**src/verilog/dio_pkg.sv**
```systemverilog
package dio_pkg;
  // ==========================================
  // register byte offsets
  localparam logic [11:0] OFF_IN_DATA   = 12'h000;
  localparam logic [11:0] OFF_OUT_DATA  = 12'h004;
  localparam logic [11:0] OFF_EDGE_SEL  = 12'h008;
  localparam logic [11:0] OFF_IRQ_EN    = 12'h00C;
  localparam logic [11:0] OFF_IRQ_STAT  = 12'h010;
  localparam logic [11:0] OFF_IRQ_CLR   = 12'h014;
  localparam logic [11:0] OFF_FILT_SEL  = 12'h018;
  localparam logic [11:0] OFF_FILT_CNT  = 12'h01C;
  // ==========================================
  // reset values
  localparam logic [15:0] RST_OUT       = 16'h0000;
  localparam logic [15:0] RST_EDGE      = 16'h0000;
  localparam logic [15:0] RST_IRQ_EN    = 16'h0000;
  localparam logic [15:0] RST_FILT_SEL  = 16'h0000;
  localparam logic [15:0] RST_FILT_CNT  = 16'h0004;
  localparam logic [15:0] RST_IN        = 16'h0000;
  // ==========================================
  // sizes
  localparam int          CHANNELS      = 16;
  localparam int          FILT_W        = 16;
endpackage

```
**src/verilog/dio_filter.sv**
```systemverilog
`timescale 1ns/1ns
module dio_filter #(
  parameter int W = dio_pkg::FILT_W
) (
  // clock and reset
  input  wire logic         pclk,
  input  wire logic         presetn,
  // control
  input  wire logic         bypass,
  input  wire logic [W-1:0] stable_cycles,
  // data
  input  wire logic         raw,
  output logic              filt
);
  // ==========================================
  // state
  logic [W-1:0] cnt_reg;
  logic [W-1:0] cnt_next;
  logic         filt_reg;
  logic         filt_next;

  // a new level is accepted only after it holds steady for stable_cycles+1 clocks
  always_comb begin
    cnt_next  = cnt_reg;
    filt_next = filt_reg;
    if (bypass) begin
      cnt_next  = '0;
      filt_next = raw;
    end else if (raw == filt_reg) begin
      cnt_next = '0;
    end else if (cnt_reg >= stable_cycles) begin
      cnt_next  = '0;
      filt_next = raw;
    end else begin
      cnt_next = cnt_reg + W'(1);
    end
  end

  always_ff @(posedge pclk or negedge presetn) begin
    if (!presetn) begin
      cnt_reg  <= '0;
      filt_reg <= 1'b0;
    end else begin
      cnt_reg  <= cnt_next;
      filt_reg <= filt_next;
    end
  end

  assign filt = filt_reg;
endmodule

```
**src/verilog/dio_port.sv**
```systemverilog
`timescale 1ns/1ns
module dio_port #(
  parameter int N = dio_pkg::CHANNELS,
  parameter int W = dio_pkg::FILT_W
) (
  // clock and reset
  input  wire logic        pclk,
  input  wire logic        presetn,
  // apb slave
  input  wire logic        psel,
  input  wire logic        penable,
  input  wire logic        pwrite,
  input  wire logic [11:0] paddr,
  input  wire logic [31:0] pwdata,
  output logic [31:0]      prdata,
  output logic             pready,
  output logic             pslverr,
  // input pins
  input  wire logic [N-1:0] in_pin,
  // open-collector output pins
  output logic [N-1:0]     out_pin_o,
  output logic [N-1:0]     out_pin_oe,
  // interrupt
  output logic             irq
);
  // ==========================================
  // host-visible register state
  logic [N-1:0] out_reg;
  logic [N-1:0] out_next;
  logic [N-1:0] edge_reg;
  logic [N-1:0] edge_next;
  logic [N-1:0] en_reg;
  logic [N-1:0] en_next;
  logic [N-1:0] fsel_reg;
  logic [N-1:0] fsel_next;
  logic [W-1:0] fcnt_reg;
  logic [W-1:0] fcnt_next;
  logic [N-1:0] stat_reg;
  logic [N-1:0] stat_next;

  // ==========================================
  // input path state
  logic [N-1:0] sync1_reg;
  logic [N-1:0] sync1_next;
  logic [N-1:0] sync2_reg;
  logic [N-1:0] sync2_next;
  logic [N-1:0] prev_reg;
  logic [N-1:0] prev_next;

  // ==========================================
  // read path state
  logic [31:0]  rdata_reg;
  logic [31:0]  rdata_next;
  logic         err_reg;
  logic         err_next;

  // ==========================================
  // combinational nets
  logic [N-1:0] data_in;
  logic [N-1:0] filt_in;
  logic [N-1:0] rise;
  logic [N-1:0] fall;
  logic [N-1:0] hit;
  logic [N-1:0] clr_mask;
  logic         setup;
  logic         wr;
  logic         rd;
  logic         known;
  logic         sel_in;
  logic         sel_out;
  logic         sel_edge;
  logic         sel_en;
  logic         sel_stat;
  logic         sel_clr;
  logic         sel_fsel;
  logic         sel_fcnt;

  // ==========================================
  // input path: two-flop sync, invert, filter
  // pins are asynchronous, so logic reads only the second stage
  always_comb begin
    sync1_next = in_pin;
    sync2_next = sync1_reg;
  end

  always_ff @(posedge pclk or negedge presetn) begin
    if (!presetn) begin
      // pin high is data zero, so release shows no false edge
      sync1_reg <= '1;
      sync2_reg <= '1;
    end else begin
      sync1_reg <= sync1_next;
      sync2_reg <= sync2_next;
    end
  end

  assign data_in = ~sync2_reg;

  genvar g;
  generate
    for (g = 0; g < N; g++) begin : g_filt
      dio_filter #(
        .W(W)
      ) u_filt (
        .pclk          (pclk),
        .presetn       (presetn),
        .bypass        (~fsel_reg[g]),
        .stable_cycles (fcnt_reg),
        .raw           (data_in[g]),
        .filt          (filt_in[g])
      );
    end
  endgenerate

  // ==========================================
  // edge detection on filtered data
  always_comb begin
    prev_next = filt_in;
  end

  always_ff @(posedge pclk or negedge presetn) begin
    if (!presetn) begin
      prev_reg <= N'(dio_pkg::RST_IN);
    end else begin
      prev_reg <= prev_next;
    end
  end

  // edge_reg bit 0 picks rising data edge, 1 picks falling
  genvar b;
  generate
    for (b = 0; b < N; b++) begin : g_edge
      assign rise[b] = filt_in[b] & ~prev_reg[b];
      assign fall[b] = ~filt_in[b] & prev_reg[b];
      assign hit[b]  = (edge_reg[b] ? fall[b] : rise[b]) & en_reg[b];
    end
  endgenerate

  // ==========================================
  // apb decode; zero wait states, so pready is tied high
  assign setup = psel & ~penable;
  assign wr    = psel & penable & pwrite;
  assign rd    = setup & ~pwrite;

  always_comb begin
    sel_in   = 1'b0;
    sel_out  = 1'b0;
    sel_edge = 1'b0;
    sel_en   = 1'b0;
    sel_stat = 1'b0;
    sel_clr  = 1'b0;
    sel_fsel = 1'b0;
    sel_fcnt = 1'b0;
    case (paddr)
      dio_pkg::OFF_IN_DATA:  sel_in   = 1'b1;
      dio_pkg::OFF_OUT_DATA: sel_out  = 1'b1;
      dio_pkg::OFF_EDGE_SEL: sel_edge = 1'b1;
      dio_pkg::OFF_IRQ_EN:   sel_en   = 1'b1;
      dio_pkg::OFF_IRQ_STAT: sel_stat = 1'b1;
      dio_pkg::OFF_IRQ_CLR:  sel_clr  = 1'b1;
      dio_pkg::OFF_FILT_SEL: sel_fsel = 1'b1;
      dio_pkg::OFF_FILT_CNT: sel_fcnt = 1'b1;
      default:               sel_in   = 1'b0;
    endcase
  end

  // unmapped and misaligned addresses select nothing and are refused
  assign known = sel_in | sel_out | sel_edge | sel_en | sel_stat | sel_clr | sel_fsel | sel_fcnt;

  // ==========================================
  // output latch
  always_comb begin
    out_next = out_reg;
    if (wr && sel_out) begin
      out_next = pwdata[N-1:0];
    end
  end

  always_ff @(posedge pclk or negedge presetn) begin
    if (!presetn) begin
      out_reg <= N'(dio_pkg::RST_OUT);
    end else begin
      out_reg <= out_next;
    end
  end

  // ==========================================
  // host-written configuration
  always_comb begin
    edge_next = edge_reg;
    en_next   = en_reg;
    fsel_next = fsel_reg;
    fcnt_next = fcnt_reg;
    if (wr && sel_edge) begin
      edge_next = pwdata[N-1:0];
    end
    if (wr && sel_en) begin
      en_next = pwdata[N-1:0];
    end
    if (wr && sel_fsel) begin
      fsel_next = pwdata[N-1:0];
    end
    if (wr && sel_fcnt) begin
      fcnt_next = pwdata[W-1:0];
    end
  end

  always_ff @(posedge pclk or negedge presetn) begin
    if (!presetn) begin
      edge_reg <= N'(dio_pkg::RST_EDGE);
      en_reg   <= N'(dio_pkg::RST_IRQ_EN);
      fsel_reg <= N'(dio_pkg::RST_FILT_SEL);
      fcnt_reg <= W'(dio_pkg::RST_FILT_CNT);
    end else begin
      edge_reg <= edge_next;
      en_reg   <= en_next;
      fsel_reg <= fsel_next;
      fcnt_reg <= fcnt_next;
    end
  end

  // ==========================================
  // sticky pending flags, cleared by writing ones
  assign clr_mask = (wr && sel_clr) ? pwdata[N-1:0] : '0;

  always_comb begin
    // set wins over a clear landing in the same cycle
    stat_next = (stat_reg & ~clr_mask) | hit;
  end

  always_ff @(posedge pclk or negedge presetn) begin
    if (!presetn) begin
      stat_reg <= N'(dio_pkg::RST_IN);
    end else begin
      stat_reg <= stat_next;
    end
  end

  // ==========================================
  // refusal flag, raised in setup and shown in access
  always_comb begin
    err_next = 1'b0;
    if (setup) begin
      err_next = ~known;
    end
  end

  always_ff @(posedge pclk or negedge presetn) begin
    if (!presetn) begin
      err_reg <= 1'b0;
    end else begin
      err_reg <= err_next;
    end
  end

  // ==========================================
  // read data, captured in setup so it stands through access
  always_comb begin
    rdata_next = rdata_reg;
    if (rd) begin
      rdata_next = 32'h0000_0000;
      case (paddr)
        dio_pkg::OFF_IN_DATA:  rdata_next[N-1:0] = filt_in;
        dio_pkg::OFF_OUT_DATA: rdata_next[N-1:0] = out_reg;
        dio_pkg::OFF_EDGE_SEL: rdata_next[N-1:0] = edge_reg;
        dio_pkg::OFF_IRQ_EN:   rdata_next[N-1:0] = en_reg;
        dio_pkg::OFF_IRQ_STAT: rdata_next[N-1:0] = stat_reg;
        dio_pkg::OFF_FILT_SEL: rdata_next[N-1:0] = fsel_reg;
        dio_pkg::OFF_FILT_CNT: rdata_next[W-1:0] = fcnt_reg;
        default:               rdata_next = 32'h0000_0000;
      endcase
    end
  end

  always_ff @(posedge pclk or negedge presetn) begin
    if (!presetn) begin
      rdata_reg <= 32'h0000_0000;
    end else begin
      rdata_reg <= rdata_next;
    end
  end

  // ==========================================
  // outputs
  assign prdata     = rdata_reg;
  assign pready     = 1'b1;
  assign pslverr    = psel & penable & err_reg;
  // pin only ever sinks current, so the driven level is always low
  assign out_pin_o  = '0;
  assign out_pin_oe = out_reg;
  // status bits exist only for enabled edges, and disabling later masks them from irq
  assign irq        = |(stat_reg & en_reg);
endmodule
```
**config.mk**
```make
export PLATFORM = sky130hd
export DESIGN_NAME = dio_port
export DESIGN_NICKNAME = d
export VERILOG_FILES = /design/src/verilog/dio_pkg.sv /design/src/verilog/dio_filter.sv /design/src/verilog/dio_port.sv
export SDC_FILE = /design/constraint.sdc
export NUM_CORES = 1
export LEC_CHECK = 0
export BUFFER_PORTS_ARGS = -buffer_cell sky130_fd_sc_hd__buf_2
export CAP_MARGIN = 20
export CORE_AREA = 4 4 255 257
export DETAILED_ROUTE_END_ITERATION = 8
export DIE_AREA = 0 0 259 261
export HOLD_SLACK_MARGIN = 0.02
export SYNTH_ARGS = -nofsm -noshare
export SYNTH_HDL_FRONTEND = slang
export SYNTH_SLANG_ARGS = --single-unit
```
**constraint.sdc**
```tcl
create_clock -name pclk -period 3.3 [get_ports pclk]
set_clock_uncertainty 0.15 [all_clocks]
set_input_delay 0.66 -clock pclk [delete_from_list [all_inputs] [get_ports pclk]]
set_output_delay 0.66 -clock pclk [all_outputs]
set_load 0.02 [all_outputs]
```
==> results list <==
- Summed over all failing endpoints, the final setup total negative slack is 0 ps.
- The first global-routing pass estimated 105000 microns of wire.
* Share of cells above drive strength 1: 0.135
- Number of buffers added by the clock tree synthesis step: 50
- The count of endpoints failing hold in the final timing report came to 0.
* Routed via count: 19.1k
- In this run the critical register-to-register path is launched from fcnt_reg[12].
- Once detailed placement completed, the half-perimeter wirelength came to between 40000 and 50000 microns.
- Initial Utilization: 0.398
- For this run, the leading register cell type out of synthesis is sky130_fd_sc_hd__dfrtp_1.
- After synthesis the cells add up to 0.0250 sq mm.
- The clock tree synthesis step divided the H-tree into 2 levels.
- Clk pwr share: 0.493
- GRT Util Overall: 0.196
* Input/output buffers: slightly above 80
- For the worst flop-to-flop path, the logic depth is 9.
- Combinational group share of total power: 0.032
- In this run the power density over the cells is 398 mW/mm^2.
- Setup slack on the worst reg-to-reg path comes out at 420 ps.
- The setup path with the least slack is of type reg2out.
- Int Pwr: 8.85 mW
- The number of placed instances, taps included, is 3441.
* Proportion of power drawn by flip-flops and latches: 0.475
- After routing the design area is between 0.02 and 0.03 sq mm.
* Worst setup SP type: flip-flop
* Buffer count from post-CTS setup fixing: 0
- In this run the critical register-to-register path is captured at g_filt[11].u_filt.cnt_reg[4].
* Max capacitance violation total: 0
* Vias in the first global route: 18.9k
* Number of iterations in the first detailed-routing pass: 5
- The run finished with clean final reports.
- Category of the worst setup path capture point: primary output
* Maximum clock rate: approximately 330 MHz
- First-iteration detailed-routing DRC count: 1201
- Crit. Startpoint: en_reg[13]
- The final max-slew violation count came to 0.
* Sequential element share of the synthesized area: 0.436
- Number of different library cells in the post-synthesis netlist: slightly below 60
- Dividing the synthesized area by the synthesized cell count gives 10.1 sq um.
- Timing analysis after detailed placement gives a worst setup slack of 400 ps.
- STA puts the critical path data arrival time at 2210 ps.
- Net count, final: 3001
* Total number of clock tree sinks: about 430
* Hold-critical path depth: 0
* Crit path time final: 3020 ps
- Worst Setup Slack, final: 281 ps
- Once detail routing completed, the nets flagged for antenna violations numbered 0.
- Cell area after placement: 0.0268 sq mm
- In this run the horizontal extent of the chip is 259 microns.
* Min-delay worst type: reg2reg
- Total overflow reported by the global router: 0
- Area added between synthesis and finish: 14.8%
- Max reg flops: 256
- Post-synth EDFFs: 0
- Total Die Area: 0.0676 sq mm
* Largest net degree at the start of global routing: 64
* Area fraction of the dominant cell type after synthesis: 0.401
- The number of antenna violations at the first check in global routing was 4.
- Across the VDD grid, the largest voltage drop is 0.000393 V.
* Post-Layout Cell Count: 3551
- Latest clock arrival within the worst-skew pair: 600 ps
- STA puts the critical path data required time at 2490 ps.
- Clock-pin slew was measured on the worst setup and hold paths at around 60 ps.
* Leak: 12.8 nW
- Summed over all layers, the routed wires come to 66400 microns.
- Synth area leader: sky130_fd_sc_hd__dfrtp_1
- After detailed routing, the average wire length per cell comes to about 19 microns.
- Along the worst path, the maximum fanout reaches 4.
- Core Box Area: 0.0627 sq mm
* Async S/R FF share, synth: 1.00
- Count of fill cells added during filler insertion: 5902
- Post-Synthesis Cells: between 2k and 2.5k
- After synthesis, the cell types taking the most area are sky130_fd_sc_hd__dfrtp_1, sky130_fd_sc_hd__ha_1, sky130_fd_sc_hd__nor2_1.
- CTS max path bufs: 3
- Synthesis inferred 433 register bits.
* End of the worst hold path: sync2_reg[14]
- Hold Startpoint: sync1_reg[14]
* RSZ-0062 raised after global routing: no
- CTS tree: done
* Row cnt: just over 90
- In this run the clock root is driven by a sky130_fd_sc_hd__clkbuf_16.
* Chip Height: 261 microns
- For this design the top-level I/O count stands at 132.
- Dividing the detail-routed via count by the number of cells gives between 5 and 6.
- The analysis attributes to net switching a power of 2.56 mW.
* Drt drc: 0
- Setup violations remaining at the end of the flow were counted as 0.
* Global placement routability congestion: 0.868
* Switching fraction of total power: 0.224
* Number of warnings reported in the yosys synthesis log: 0
* Worst-case headroom to the max-slew limit: 0.434
- Dividing the final minimum period by the clock period gives 0.915.
- At the pin with the least slew margin, the transition time is 842 ps.
[layer usage]
layer / global-route usage / part of all wire / up-vias
met5: 0 / 0.00020 / -
met3: 0.0340 / 0.060 / 100
li1: - / - / 9082
met2: 0.312 / 0.45 / 458
met1: 0.274 / 0.46 / 9453
met4: 0.0595 / 0.028 / 2
[worst max-delay path, cell delays in order, from the launching register on]
cell and delay, ps:
sky130_fd_sc_hd__dfrtp_1 400, sky130_fd_sc_hd__a22o_1 270, sky130_fd_sc_hd__a221oi_2 400, sky130_fd_sc_hd__nand4_1 290, sky130_fd_sc_hd__buf_2 250
[cells by family after synthesis]
family / after synthesis / share of synthesized area
flip-flops: 433 / 0.436
other: 2 / 0.000301
multiplexers: 136 / 0.0606
buffers and inverters: 181 / 0.0338
AND/OR/NAND/NOR: 920 / 0.170
AO/OA/AOI/OAI: 298 / 0.0792
adder cells (fa/ha/maj): 272 / 0.136
XOR/XNOR: 240 / 0.0842
[cells in the final DEF, fill, tap and decap left out, types with 69 or more instances in the layout]
cell / count
sky130_fd_sc_hd__a21oi_1: 88
sky130_fd_sc_hd__inv_1: 104
sky130_fd_sc_hd__nor2_1: 342
sky130_fd_sc_hd__ha_1: 272
sky130_fd_sc_hd__xnor2_1: 132
sky130_fd_sc_hd__xor2_1: 108
sky130_fd_sc_hd__nand2_1: 198
sky130_fd_sc_hd__dfrtp_1: 400
sky130_fd_sc_hd__mux2_2: 70
sky130_fd_sc_hd__buf_2: 81
sky130_fd_sc_hd__nand3_1: 151
sky130_fd_sc_hd__buf_4: 69
[cell type report]
type,instances,area [sq um],share of cell area
Inverter,104,390,0.0136
Multi-Input combinational cell,1899,13400,0.467
Timing Repair Buffer,176,1270,0.0443
Clock buffer,76,1500,0.0524
Sequential cell,433,10900,0.380
Antenna cell,1,2.50,0.0000873
Clock inverter,16,181,0.00633
Tap cell,846,1060,0.0369
[worst max-delay path by stage]
stage,to,slack [ps],cells past startpoint
after detailed placement,fcnt_reg[4],400,6
final,irq,280,4
after global placement,fcnt_reg[0],420,5
after floorplan,g_filt[0].u_filt.cnt_reg[10],740,8
after CTS,irq,20,4
after global routing,g_filt[10].u_filt.cnt_reg[10],230,9
[cell usage after synthesis (8+ instances only)]
master	number
sky130_fd_sc_hd__nor4_1	20
sky130_fd_sc_hd__nor3_1	44
sky130_fd_sc_hd__nor2_1	342
sky130_fd_sc_hd__nand2_1	198
sky130_fd_sc_hd__o211a_1	8
sky130_fd_sc_hd__xor2_1	108
sky130_fd_sc_hd__ha_1	272
sky130_fd_sc_hd__clkbuf_1	21
sky130_fd_sc_hd__a2bb2oi_1	17
sky130_fd_sc_hd__nand3_1	151
sky130_fd_sc_hd__nor2b_1	26
sky130_fd_sc_hd__a22o_1	21
sky130_fd_sc_hd__mux2i_1	55
sky130_fd_sc_hd__dfrtp_1	400
sky130_fd_sc_hd__a21oi_1	88
sky130_fd_sc_hd__mux2_4	10
sky130_fd_sc_hd__and3_1	23
sky130_fd_sc_hd__or3_1	17
sky130_fd_sc_hd__o21ai_0	59
sky130_fd_sc_hd__buf_2	19
sky130_fd_sc_hd__a31oi_1	16
sky130_fd_sc_hd__o2111ai_1	9
sky130_fd_sc_hd__o22ai_1	16
sky130_fd_sc_hd__a21o_1	8
sky130_fd_sc_hd__inv_1	104
sky130_fd_sc_hd__xnor2_1	132
sky130_fd_sc_hd__dfstp_2	33
sky130_fd_sc_hd__mux2_2	70
sky130_fd_sc_hd__nand4_1	66
sky130_fd_sc_hd__o31ai_1	8
sky130_fd_sc_hd__buf_4	33
[what timing repair did]
item | 4_1_cts | 5_1_grt
resized for setup | 0 | 1
setup endpoints to repair | 0 | 1
hold buffers | 17 | 0
endpoints found under the hold margin | 66 | 0
[power by group through the flow]
stage	logic (mW)	registers, mW	clock network (mW)
after floorplan	0.170	5.49	0
after global placement	0.352	5.51	0
after detailed placement	0.358	5.51	0
after CTS	0.375	5.41	5.79
after global routing	0.413	5.42	5.99
final	0.370	5.41	5.62
[metrics by stage]
stage	total power, mW	utilization	hold slack [ps]
2_1_floorplan	5.66	-	195
4_1_cts	11.6	0.457	176
3_5_place_dp	5.87	0.427	197
3_3_place_gp	5.86	0.427	196
5_1_grt	11.8	0.457	204
6_report	11.4	0.457	201
Note: power is estimated with default switching activity, not from simulation.
